==> src/design/outer_loop_pkg.sv <==
// Purpose: constants for the outer trim loop enable sequencer
// Assumes: 100 MHz sys_clk
// Notes: times kept in their own units, cycle counts derived
package outer_loop_pkg;
	localparam int CLK_MHZ = 100;
	localparam int TICK_MS = 20;
	localparam int TICK_CYCLES = TICK_MS * 1000 * CLK_MHZ;
	localparam int QUAL_MS = 10;
	localparam int QUAL_CYCLES = QUAL_MS * 1000 * CLK_MHZ;
	localparam int TRIM_W = 16;
	localparam logic [1:0] FUNC_BRUSH = 2'h1;
	localparam logic [1:0] FUNC_JOG = 2'h2;
	localparam logic [1:0] FUNC_LOOP_EN = 2'h3;
	localparam logic [1:0] FUNC_DEFAULT = 2'h1;
	typedef enum logic [1:0] {
		ORIGIN_KEYPAD = 2'b00,
		ORIGIN_TERMINAL = 2'b01,
		ORIGIN_SERIAL = 2'b10,
		ORIGIN_NETWORK = 2'b11
	} origin_t;
	typedef enum logic [1:0] {
		REG_TYPE1 = 2'b00,
		REG_TYPE2 = 2'b01,
		REG_TYPE3 = 2'b10
	} reg_type_t;
endpackage

==> src/design/outer_loop_enable_sequencer.sv <==
// Purpose: enable, input qualification and 20 ms scheduling for the outer trim loop
// Assumes: loop arithmetic lives outside; this block gates, resets and routes its result
// Notes: pins pass two flip-flops before use
`timescale 1ns/1ps
module outer_loop_enable_sequencer #(
	parameter int TICK_CYC = outer_loop_pkg::TICK_CYCLES,
	parameter int QUAL_CYC = outer_loop_pkg::QUAL_CYCLES
) (
	input wire logic sys_clk,
	input wire logic rst,
	input wire logic clk_en,
	input wire logic regulator_input_a,
	input wire logic expansion_input_e,
	input wire logic network_enable_cmd,
	input wire logic expansion_fitted,
	input wire logic [1:0] command_origin,
	input wire logic [1:0] input_a_function,
	input wire logic drive_running,
	input wire logic outer_pi_break_nonzero,
	input wire logic [1:0] regulator_type,
	input wire logic signed [outer_loop_pkg::TRIM_W-1:0] loop_calc_result,
	input wire logic signed [outer_loop_pkg::TRIM_W-1:0] speed_reference,
	output logic outer_loop_run_flag,
	output logic input_a_state,
	output logic input_e_state,
	output logic brush_ok,
	output logic jog_speed2_sel,
	output logic loop_exec_pulse,
	output logic loop_stage_reset,
	output logic integral_enable,
	output logic signed [outer_loop_pkg::TRIM_W-1:0] outer_loop_result,
	output logic signed [outer_loop_pkg::TRIM_W-1:0] trimmed_reference,
	output logic signed [outer_loop_pkg::TRIM_W-1:0] current_loop_trim
);
	localparam int TW = outer_loop_pkg::TRIM_W;
	logic [1:0] a_sync_r;
	logic [1:0] e_sync_r;
	logic [31:0] a_cnt_r;
	logic [31:0] e_cnt_r;
	logic [31:0] tick_cnt_r;
	logic tick_w;
	logic sel_flag_w;
	logic allow_w;
	logic run_now_w;
	logic a_on_nxt;
	logic e_on_nxt;
	logic signed [TW-1:0] result_nxt;
	logic net_w;
	logic [31:0] qual_lim;
	logic [31:0] tick_lim;
	logic type3_w;
	logic signed [TW-1:0] ref_sum_w;
	logic signed [TW-1:0] trimmed_nxt;
	logic signed [TW-1:0] current_nxt;

	assign qual_lim = 32'(QUAL_CYC);
	assign tick_lim = 32'(TICK_CYC - 1);
	assign net_w = command_origin == outer_loop_pkg::ORIGIN_NETWORK;
	// a high that has held past the window reports on; any low reports off
	assign a_on_nxt = a_sync_r[1] && (a_cnt_r >= qual_lim);
	assign e_on_nxt = e_sync_r[1] && (e_cnt_r >= qual_lim);
	assign allow_w = expansion_fitted || net_w
		|| (input_a_function == outer_loop_pkg::FUNC_LOOP_EN);
	// source select; input A only counts when set to the enable function
	assign sel_flag_w = net_w ? network_enable_cmd
		: (expansion_fitted ? input_e_state
		: (input_a_state && input_a_function == outer_loop_pkg::FUNC_LOOP_EN));
	assign tick_w = tick_cnt_r == tick_lim;
	assign run_now_w = outer_loop_run_flag && drive_running;
	assign result_nxt = run_now_w ? loop_calc_result : '0;
	// type 3 bypasses the speed path, so the reference passes untouched there
	assign type3_w = regulator_type == outer_loop_pkg::REG_TYPE3;
	assign ref_sum_w = TW'(speed_reference + result_nxt);
	assign trimmed_nxt = type3_w ? speed_reference : ref_sum_w;
	assign current_nxt = type3_w ? result_nxt : '0;

	always_ff @(posedge sys_clk or posedge rst)
	begin
		if (rst)
		begin
			a_sync_r <= 2'h0;
			e_sync_r <= 2'h0;
		end
		else if (clk_en)
		begin
			a_sync_r <= {a_sync_r[0], regulator_input_a};
			e_sync_r <= {e_sync_r[0], expansion_input_e};
		end
	end

	// counters saturate so a long high never wraps back to off
	always_ff @(posedge sys_clk or posedge rst)
	begin
		if (rst)
		begin
			a_cnt_r <= 32'h0;
			e_cnt_r <= 32'h0;
		end
		else if (clk_en)
		begin
			a_cnt_r <= !a_sync_r[1] ? 32'h0 : (a_cnt_r >= qual_lim ? a_cnt_r : a_cnt_r + 32'h1);
			e_cnt_r <= !e_sync_r[1] ? 32'h0 : (e_cnt_r >= qual_lim ? e_cnt_r : e_cnt_r + 32'h1);
		end
	end

	always_ff @(posedge sys_clk or posedge rst)
	begin
		if (rst)
			input_a_state <= 1'b0;
		else if (clk_en)
			input_a_state <= a_on_nxt;
	end

	always_ff @(posedge sys_clk or posedge rst)
	begin
		if (rst)
			input_e_state <= 1'b0;
		else if (clk_en)
			input_e_state <= e_on_nxt;
	end

	// off reads as worn, so a missing indicator is never taken as healthy
	always_ff @(posedge sys_clk or posedge rst)
	begin
		if (rst)
			brush_ok <= 1'b0;
		else if (clk_en)
			brush_ok <= a_on_nxt && input_a_function == outer_loop_pkg::FUNC_BRUSH;
	end

	always_ff @(posedge sys_clk or posedge rst)
	begin
		if (rst)
			jog_speed2_sel <= 1'b0;
		else if (clk_en)
			jog_speed2_sel <= a_on_nxt && input_a_function == outer_loop_pkg::FUNC_JOG;
	end

	always_ff @(posedge sys_clk or posedge rst)
	begin
		if (rst)
			tick_cnt_r <= 32'h0;
		else if (clk_en)
			tick_cnt_r <= tick_w ? 32'h0 : tick_cnt_r + 32'h1;
	end

	// flag only moves on a tick, so enable changes land at the next execution
	always_ff @(posedge sys_clk or posedge rst)
	begin
		if (rst)
			outer_loop_run_flag <= 1'b0;
		else if (clk_en && tick_w)
			outer_loop_run_flag <= allow_w && sel_flag_w;
	end

	always_ff @(posedge sys_clk or posedge rst)
	begin
		if (rst)
			loop_exec_pulse <= 1'b0;
		else if (clk_en)
			loop_exec_pulse <= tick_w && run_now_w;
	end

	// reset level high during rst so the stages never start from garbage
	always_ff @(posedge sys_clk or posedge rst)
	begin
		if (rst)
			loop_stage_reset <= 1'b1;
		else if (clk_en)
			loop_stage_reset <= !run_now_w;
	end

	always_ff @(posedge sys_clk or posedge rst)
	begin
		if (rst)
			integral_enable <= 1'b0;
		else if (clk_en)
			integral_enable <= run_now_w && outer_pi_break_nonzero;
	end

	always_ff @(posedge sys_clk or posedge rst)
	begin
		if (rst)
			outer_loop_result <= '0;
		else if (clk_en)
			outer_loop_result <= result_nxt;
	end

	// the sum wraps on overflow; limiting is left to the reference consumer
	always_ff @(posedge sys_clk or posedge rst)
	begin
		if (rst)
			trimmed_reference <= '0;
		else if (clk_en)
			trimmed_reference <= trimmed_nxt;
	end

	always_ff @(posedge sys_clk or posedge rst)
	begin
		if (rst)
			current_loop_trim <= '0;
		else if (clk_en)
			current_loop_trim <= current_nxt;
	end
endmodule

==> config.mk <==
export PLATFORM = sky130hd
export DESIGN_NAME = outer_loop_enable_sequencer
export DESIGN_NICKNAME = d
export VERILOG_FILES = /design/src/design/outer_loop_pkg.sv /design/src/design/outer_loop_enable_sequencer.sv
export SDC_FILE = /design/constraint.sdc
export NUM_CORES = 1
export LEC_CHECK = 0
export CAP_MARGIN = 20
export CORE_ASPECT_RATIO = 0.8
export CORE_MARGIN = 3
export CORE_UTILIZATION = 58
export DETAILED_ROUTE_END_ITERATION = 6
export DONT_BUFFER_PORTS = 1
export HOLD_SLACK_MARGIN = 0.05
export PLACE_DENSITY = 0.73
export SLEW_MARGIN = 20
export SYNTH_ARGS = -nofsm -noshare
export SYNTH_HDL_FRONTEND = slang
export SYNTH_SLANG_ARGS = --single-unit
==> constraint.sdc <==
create_clock -name sys_clk -period 5.9 [get_ports sys_clk]
set_input_delay 1.475 -clock sys_clk [delete_from_list [all_inputs] [get_ports sys_clk]]
set_output_delay 1.475 -clock sys_clk [all_outputs]
set_load 0.1 [all_outputs]
Word-level counts from Yosys, hierarchy flattened
Index checks and enable logic that the tools add are counted.
{"block": "word_totals", "in_bits": 47, "regBits": 156, "elab_cells": 55, "output_inout_bits": 56}
{"block": "op_classes", "eq_ne": 8, "add_sub_neg": 4, "order_cmp": 2, "n_mux": 10, "n_reduce_logical": 15}
{"operator": "$mux W32", "count": 5}
{"operator": "$add A32 B1 Y32 const B", "count": 3}
{"operator": "$ge A32 B20 Y1 const B", "count": 2}
{"operator": "$mux W16", "count": 3}
{"operator": "$eq A32 B21 Y1 const B", "count": 1}
{"operator": "$add A16 B16 Y16", "count": 1}
{"operator": "$logic_and A1 B1 Y1", "count": 10}
{"operator": "$eq A2 B2 Y1 const B", "count": 4}
{"operator": "$ne A2 B2 Y1 const B", "count": 2}
{"operator": "$reduce_and A2 Y1", "count": 2}
{"operator": "$eq A2 B1 Y1 const B", "count": 1}
{"operator": "$logic_or A1 B1 Y1", "count": 2}
{"operator": "$mux W1", "count": 2}
{"operator": "$logic_not A1 Y1", "count": 1}

Depth between registers and ports, before layout
{"block": "logic_depth", "ltp_word": 5, "depth_mapped": 9, "depth_no_buf": 9}

Least setup slack after synthesis
OpenSTA, ideal clock, no wires.
{"block": "synth_path", "path_kind": "input -> register", "start": "in drive_running", "end": "reg trimmed_reference[13] (netlist name)", "path_slack_ps": 2427, "path_buffers": 1, "required_time_ps": 5775, "arrival_time_ps": 3349, "path_stages": 9, "setup_ps": 125, "cell_sequence": "clkbuf_1 > and3_1 > ha_1 > a211oi_1 > o211ai_1 > a41oi_1 > o31ai_1 > mux2i_1 > a211o_1"}
{"block": "synth_via", "elab_chain_cells": 4}
{"element": "start, declared", "line": "outer_loop_enable_sequencer.sv:18", "text": "input wire logic drive_running,"}
{"element": "$logic_and A1 B1 Y1", "line": "outer_loop_enable_sequencer.sv:69", "text": "assign run_now_w = outer_loop_run_flag && drive_running;"}
{"element": "$mux W16", "line": "outer_loop_enable_sequencer.sv:70", "text": "assign result_nxt = run_now_w ? loop_calc_result : '0;"}
{"element": "net result_nxt[1]", "line": "outer_loop_enable_sequencer.sv:47", "text": "logic signed [TW-1:0] result_nxt;"}
{"element": "$add A16 B16 Y16", "line": "outer_loop_enable_sequencer.sv:73", "text": "assign ref_sum_w = TW'(speed_reference + result_nxt);"}
{"element": "$mux W16", "line": "outer_loop_enable_sequencer.sv:74", "text": "assign trimmed_nxt = type3_w ? speed_reference : ref_sum_w;"}
{"element": "end signal, assigned", "line": "outer_loop_enable_sequencer.sv:195", "text": "trimmed_reference <= trimmed_nxt;"}
{"element": "end, declared", "line": "outer_loop_enable_sequencer.sv:32", "text": "output logic signed [outer_loop_pkg::TRIM_W-1:0] trimmed_reference,"}
The timed path passes the listed nets, and every way through them passes these cells.
A chain may end at the register's enable or synchronous reset.

Worst setup path after layout
{"block": "layout_path", "start": "in drive_running", "end": "reg trimmed_reference[13] (netlist name)"}
{"block": "layout_via", "elab_chain_cells": 4}
{"element": "$logic_and A1 B1 Y1", "line": "outer_loop_enable_sequencer.sv:69"}
{"element": "$mux W16", "line": "outer_loop_enable_sequencer.sv:70"}
{"element": "$add A16 B16 Y16", "line": "outer_loop_enable_sequencer.sv:73"}
{"element": "$mux W16", "line": "outer_loop_enable_sequencer.sv:74"}
Every way passes these cells.

==> results.toml <==
[run_status]
status = "finished, final reports clean"

[timing]
fmax_mhz = 313
setup_tns_ns = 0
rsz0062_at_grt = "false"
fin_crit_ns = 3.20
holdWs_ns = 0.483
hold_viol_final = 0
finalCritPeriodShare_pct = 54.2
slew_headroom_pct = 31.8
setup_viol_count_final = 0
finalMaxSlewViolations = 0
tightest_slew_ns = 1.02
skew_ns = 0.00748
final.setup.worst_slack_ns = 2.70

[clocking]
path_clk_slew_ns = 0.07
post_cts_buffers = 0
htree_levels = 4
holdBufCountCts = 0
ctsRootBufferMaster = "clkbuf_16"
cts-buffers-inserted = 17
post_cts_resize_count = 0
clk_latency_ns = 0.43
clock_sinks = 156
clk_path_buf_depth = 2
cts_tree = "done"

[run]
max-cap-violations = 0

[setup_path]
worstPathCellList = "and3_1, ha_1, o211ai_1, o211ai_1, a41oi_1, o31ai_1, mux2i_1, a211o_1"
crit_path_top_delay_cell = "o211ai_1"
critPathLaunchType = "input port"
crit_fanout = 16
path_class = "in -> reg"
crit_arrival_ns = 3.51
critPathMaxStageDelay_ns = 0.40
endpoint_kind = "flop"
worstPathRequired_ns = 6.21
cp_common_cell = "o211ai_1"
ff2ff_setup_slack_ns = 2.99

[logic_synthesis]
ys_types = 67
yosysTopAreaCell = "dfrtp_1"
synth_edf_count = 0
netlist_top_cells_area = "dfrtp_1, o21ai_0, nand2_1"
ys_top_cells_by_count = "dfrtp_1, nand2_1, o21ai_0"
async_flop_share_pct = 100
seq_area_frac_synth_pct = 49.4
syn_nets = 860
netlist_area_um2 = 7900
synth_seq_cells = 156
synthCells = 792
synth_most_common_cell = "dfrtp_1"
synth_top_area_share_pct = 49.1
syn_avg_cell_area_um2 = 9.97
ys_warn_count = 0
ys.flop_type = "dfrtp_1"

[global_routing]
grt_usage_pct = 25.7
grt_max_degree = 104
grt_pass1_wl_um = 30400
grt_overflow = 0
grt_antenna_before_repair = 0
grt_pass1_vias = 5965

[finish]
antennaDiodeCount = 0
multi_input_area_um2 = 3770
seqCellArea_um2 = 3910
post-route-util_pct = 66.0
syn_to_final_growth_pct = 9.47
drive_above_1_share_pct = 8.95
final_nets = 848
nFillCells = 987

[placed_design]
dp_hpwl_um = 12800
gp_congestion = 0.917
post-place-ws_ns = 2.31
port_buffers = 0

[power]
ir_drop_v = 0.000279
powerDensity_nw_per_um2 = 333
p_total_mw = 2.88
p_leak_nw = 3.94

[routing]
via_count = 6216
wl_per_cell_um = 19.3
wirelength_um = 18700
via_per_inst = 6.42
drtAntennaViolNets = 0
drc_errors = 0
first_pass_iters = 5
drt_iter0_markers = 521

[worst_hold_path]
hold_class = "reg -> reg"

[die]
start_util_pct = 60.3
die_area_um2 = 15100
die_y_um = 110
ios = 103
die_w_um = 136
design.core.area_um2 = 13100
rows = 37
-- cell type report --
| cell class | instances | area share, % |
|---|---|---|
| flip-flops and latches | 156 | 45.2 |
| clock inverters | 10 | 1.91 |
| well taps | 175 | 2.53 |
| clock buffers | 22 | 5.37 |
| inverters | 21 | 0.969 |
| multi-input cells | 578 | 43.5 |
| repair buffers | 6 | 0.521 |
-- layout by cell type, fill, tap and decap left out, types with 4 or more instances in the layout --
master,count
dfrtp_1,155
mux2i_1,12
nand3_1,38
inv_1,18
a22o_1,16
o21ai_0,57
and4_1,8
a21o_1,4
nor4_1,12
a31oi_1,19
and2_1,32
a21oi_1,27
mux2_2,19
nand4_1,20
buf_4,6
nand2_1,69
ha_1,20
o211ai_1,5
o31ai_1,9
nor3_1,15
and3_1,39
bufinv_16,4
clkbuf_16,17
xor2_1,13
xnor2_1,24
nand2b_1,11
nor2_1,44
a41oi_1,6
a211oi_1,4
-- state kept, by name, indices dropped and copies added (netlist names) --
register / cells
outer_loop_result: 16
a_sync_r: 2
jog_speed2_sel: 1
a_cnt_r: 32
input_e_state: 1
tick_cnt_r: 32
loop_exec_pulse: 1
e_cnt_r: 32
brush_ok: 1
loop_stage_reset: 1
integral_enable: 1
current_loop_trim: 16
outer_loop_run_flag: 1
input_a_state: 1
trimmed_reference: 16
e_sync_r: 2
-- power by group --
group	switching [mW]	internal (mW)	total (mW)
Combinational	0.151	0.106	0.256
Sequential	0.326	1.13	1.46
Clock	0.437	0.731	1.17
-- cells by family (layout without fill, tap and decap cells) --
logic type | Yosys count | count (layout) | synth area share (%)
and+or+nand+nor | 312 | 312 | 21.0
AOI/OAI and AO/OA | 176 | 176 | 14.6
DFF | 156 | 156 | 49.4
buffers and inverters | 58 | 59 | 2.98
xor gates and xnor gates | 38 | 38 | 4.31
muxes | 31 | 31 | 4.23
adders and majority gates | 21 | 21 | 3.42
-- final timing paths --
| check | start | end | cells after the start |
|---|---|---|---|
| max | drive_running | trimmed_reference[13] | 8 |
| min | a_cnt_r[31] | a_cnt_r[31] | 1 |
| max reg2reg | outer_loop_run_flag | trimmed_reference[13] | 9 |
| min reg2reg | a_cnt_r[31] | a_cnt_r[31] | 1 |
| max in group asynchronous | rst | current_loop_trim[6] | 2 |
| min in group asynchronous | rst | tick_cnt_r[31] | 1 |
-- worst max-delay path: cells and delay by family --
| family | cells | cell delay [ns] |
|---|---|---|
| AO/OA/AOI/OAI | 5 | 1.38 |
| adder cells (fa/ha/maj) | 1 | 0.36 |
| multiplexers | 1 | 0.11 |
| AND/OR/NAND/NOR | 1 | 0.18 |
-- stage by stage --
stage	std cells	instance area, um^2
2_1_floorplan	792	7900
3_3_place_gp	936	8020
3_5_place_dp	936	8020
4_1_cts	968	8650
5_1_grt	968	8650
6_report	968	8650
-- layer usage --
layer / up-vias / GRT usage (%) / wire length [um]
met5: - / 0 / 0
met3: 35 / 9.30 / 1640
met4: 0 / 8.99 / 335
met1: 3080 / 35.1 / 8090
li1: 2856 / - / -
met2: 245 / 38.1 / 8610
No activity file was read; power rests on OpenSTA's default activity.
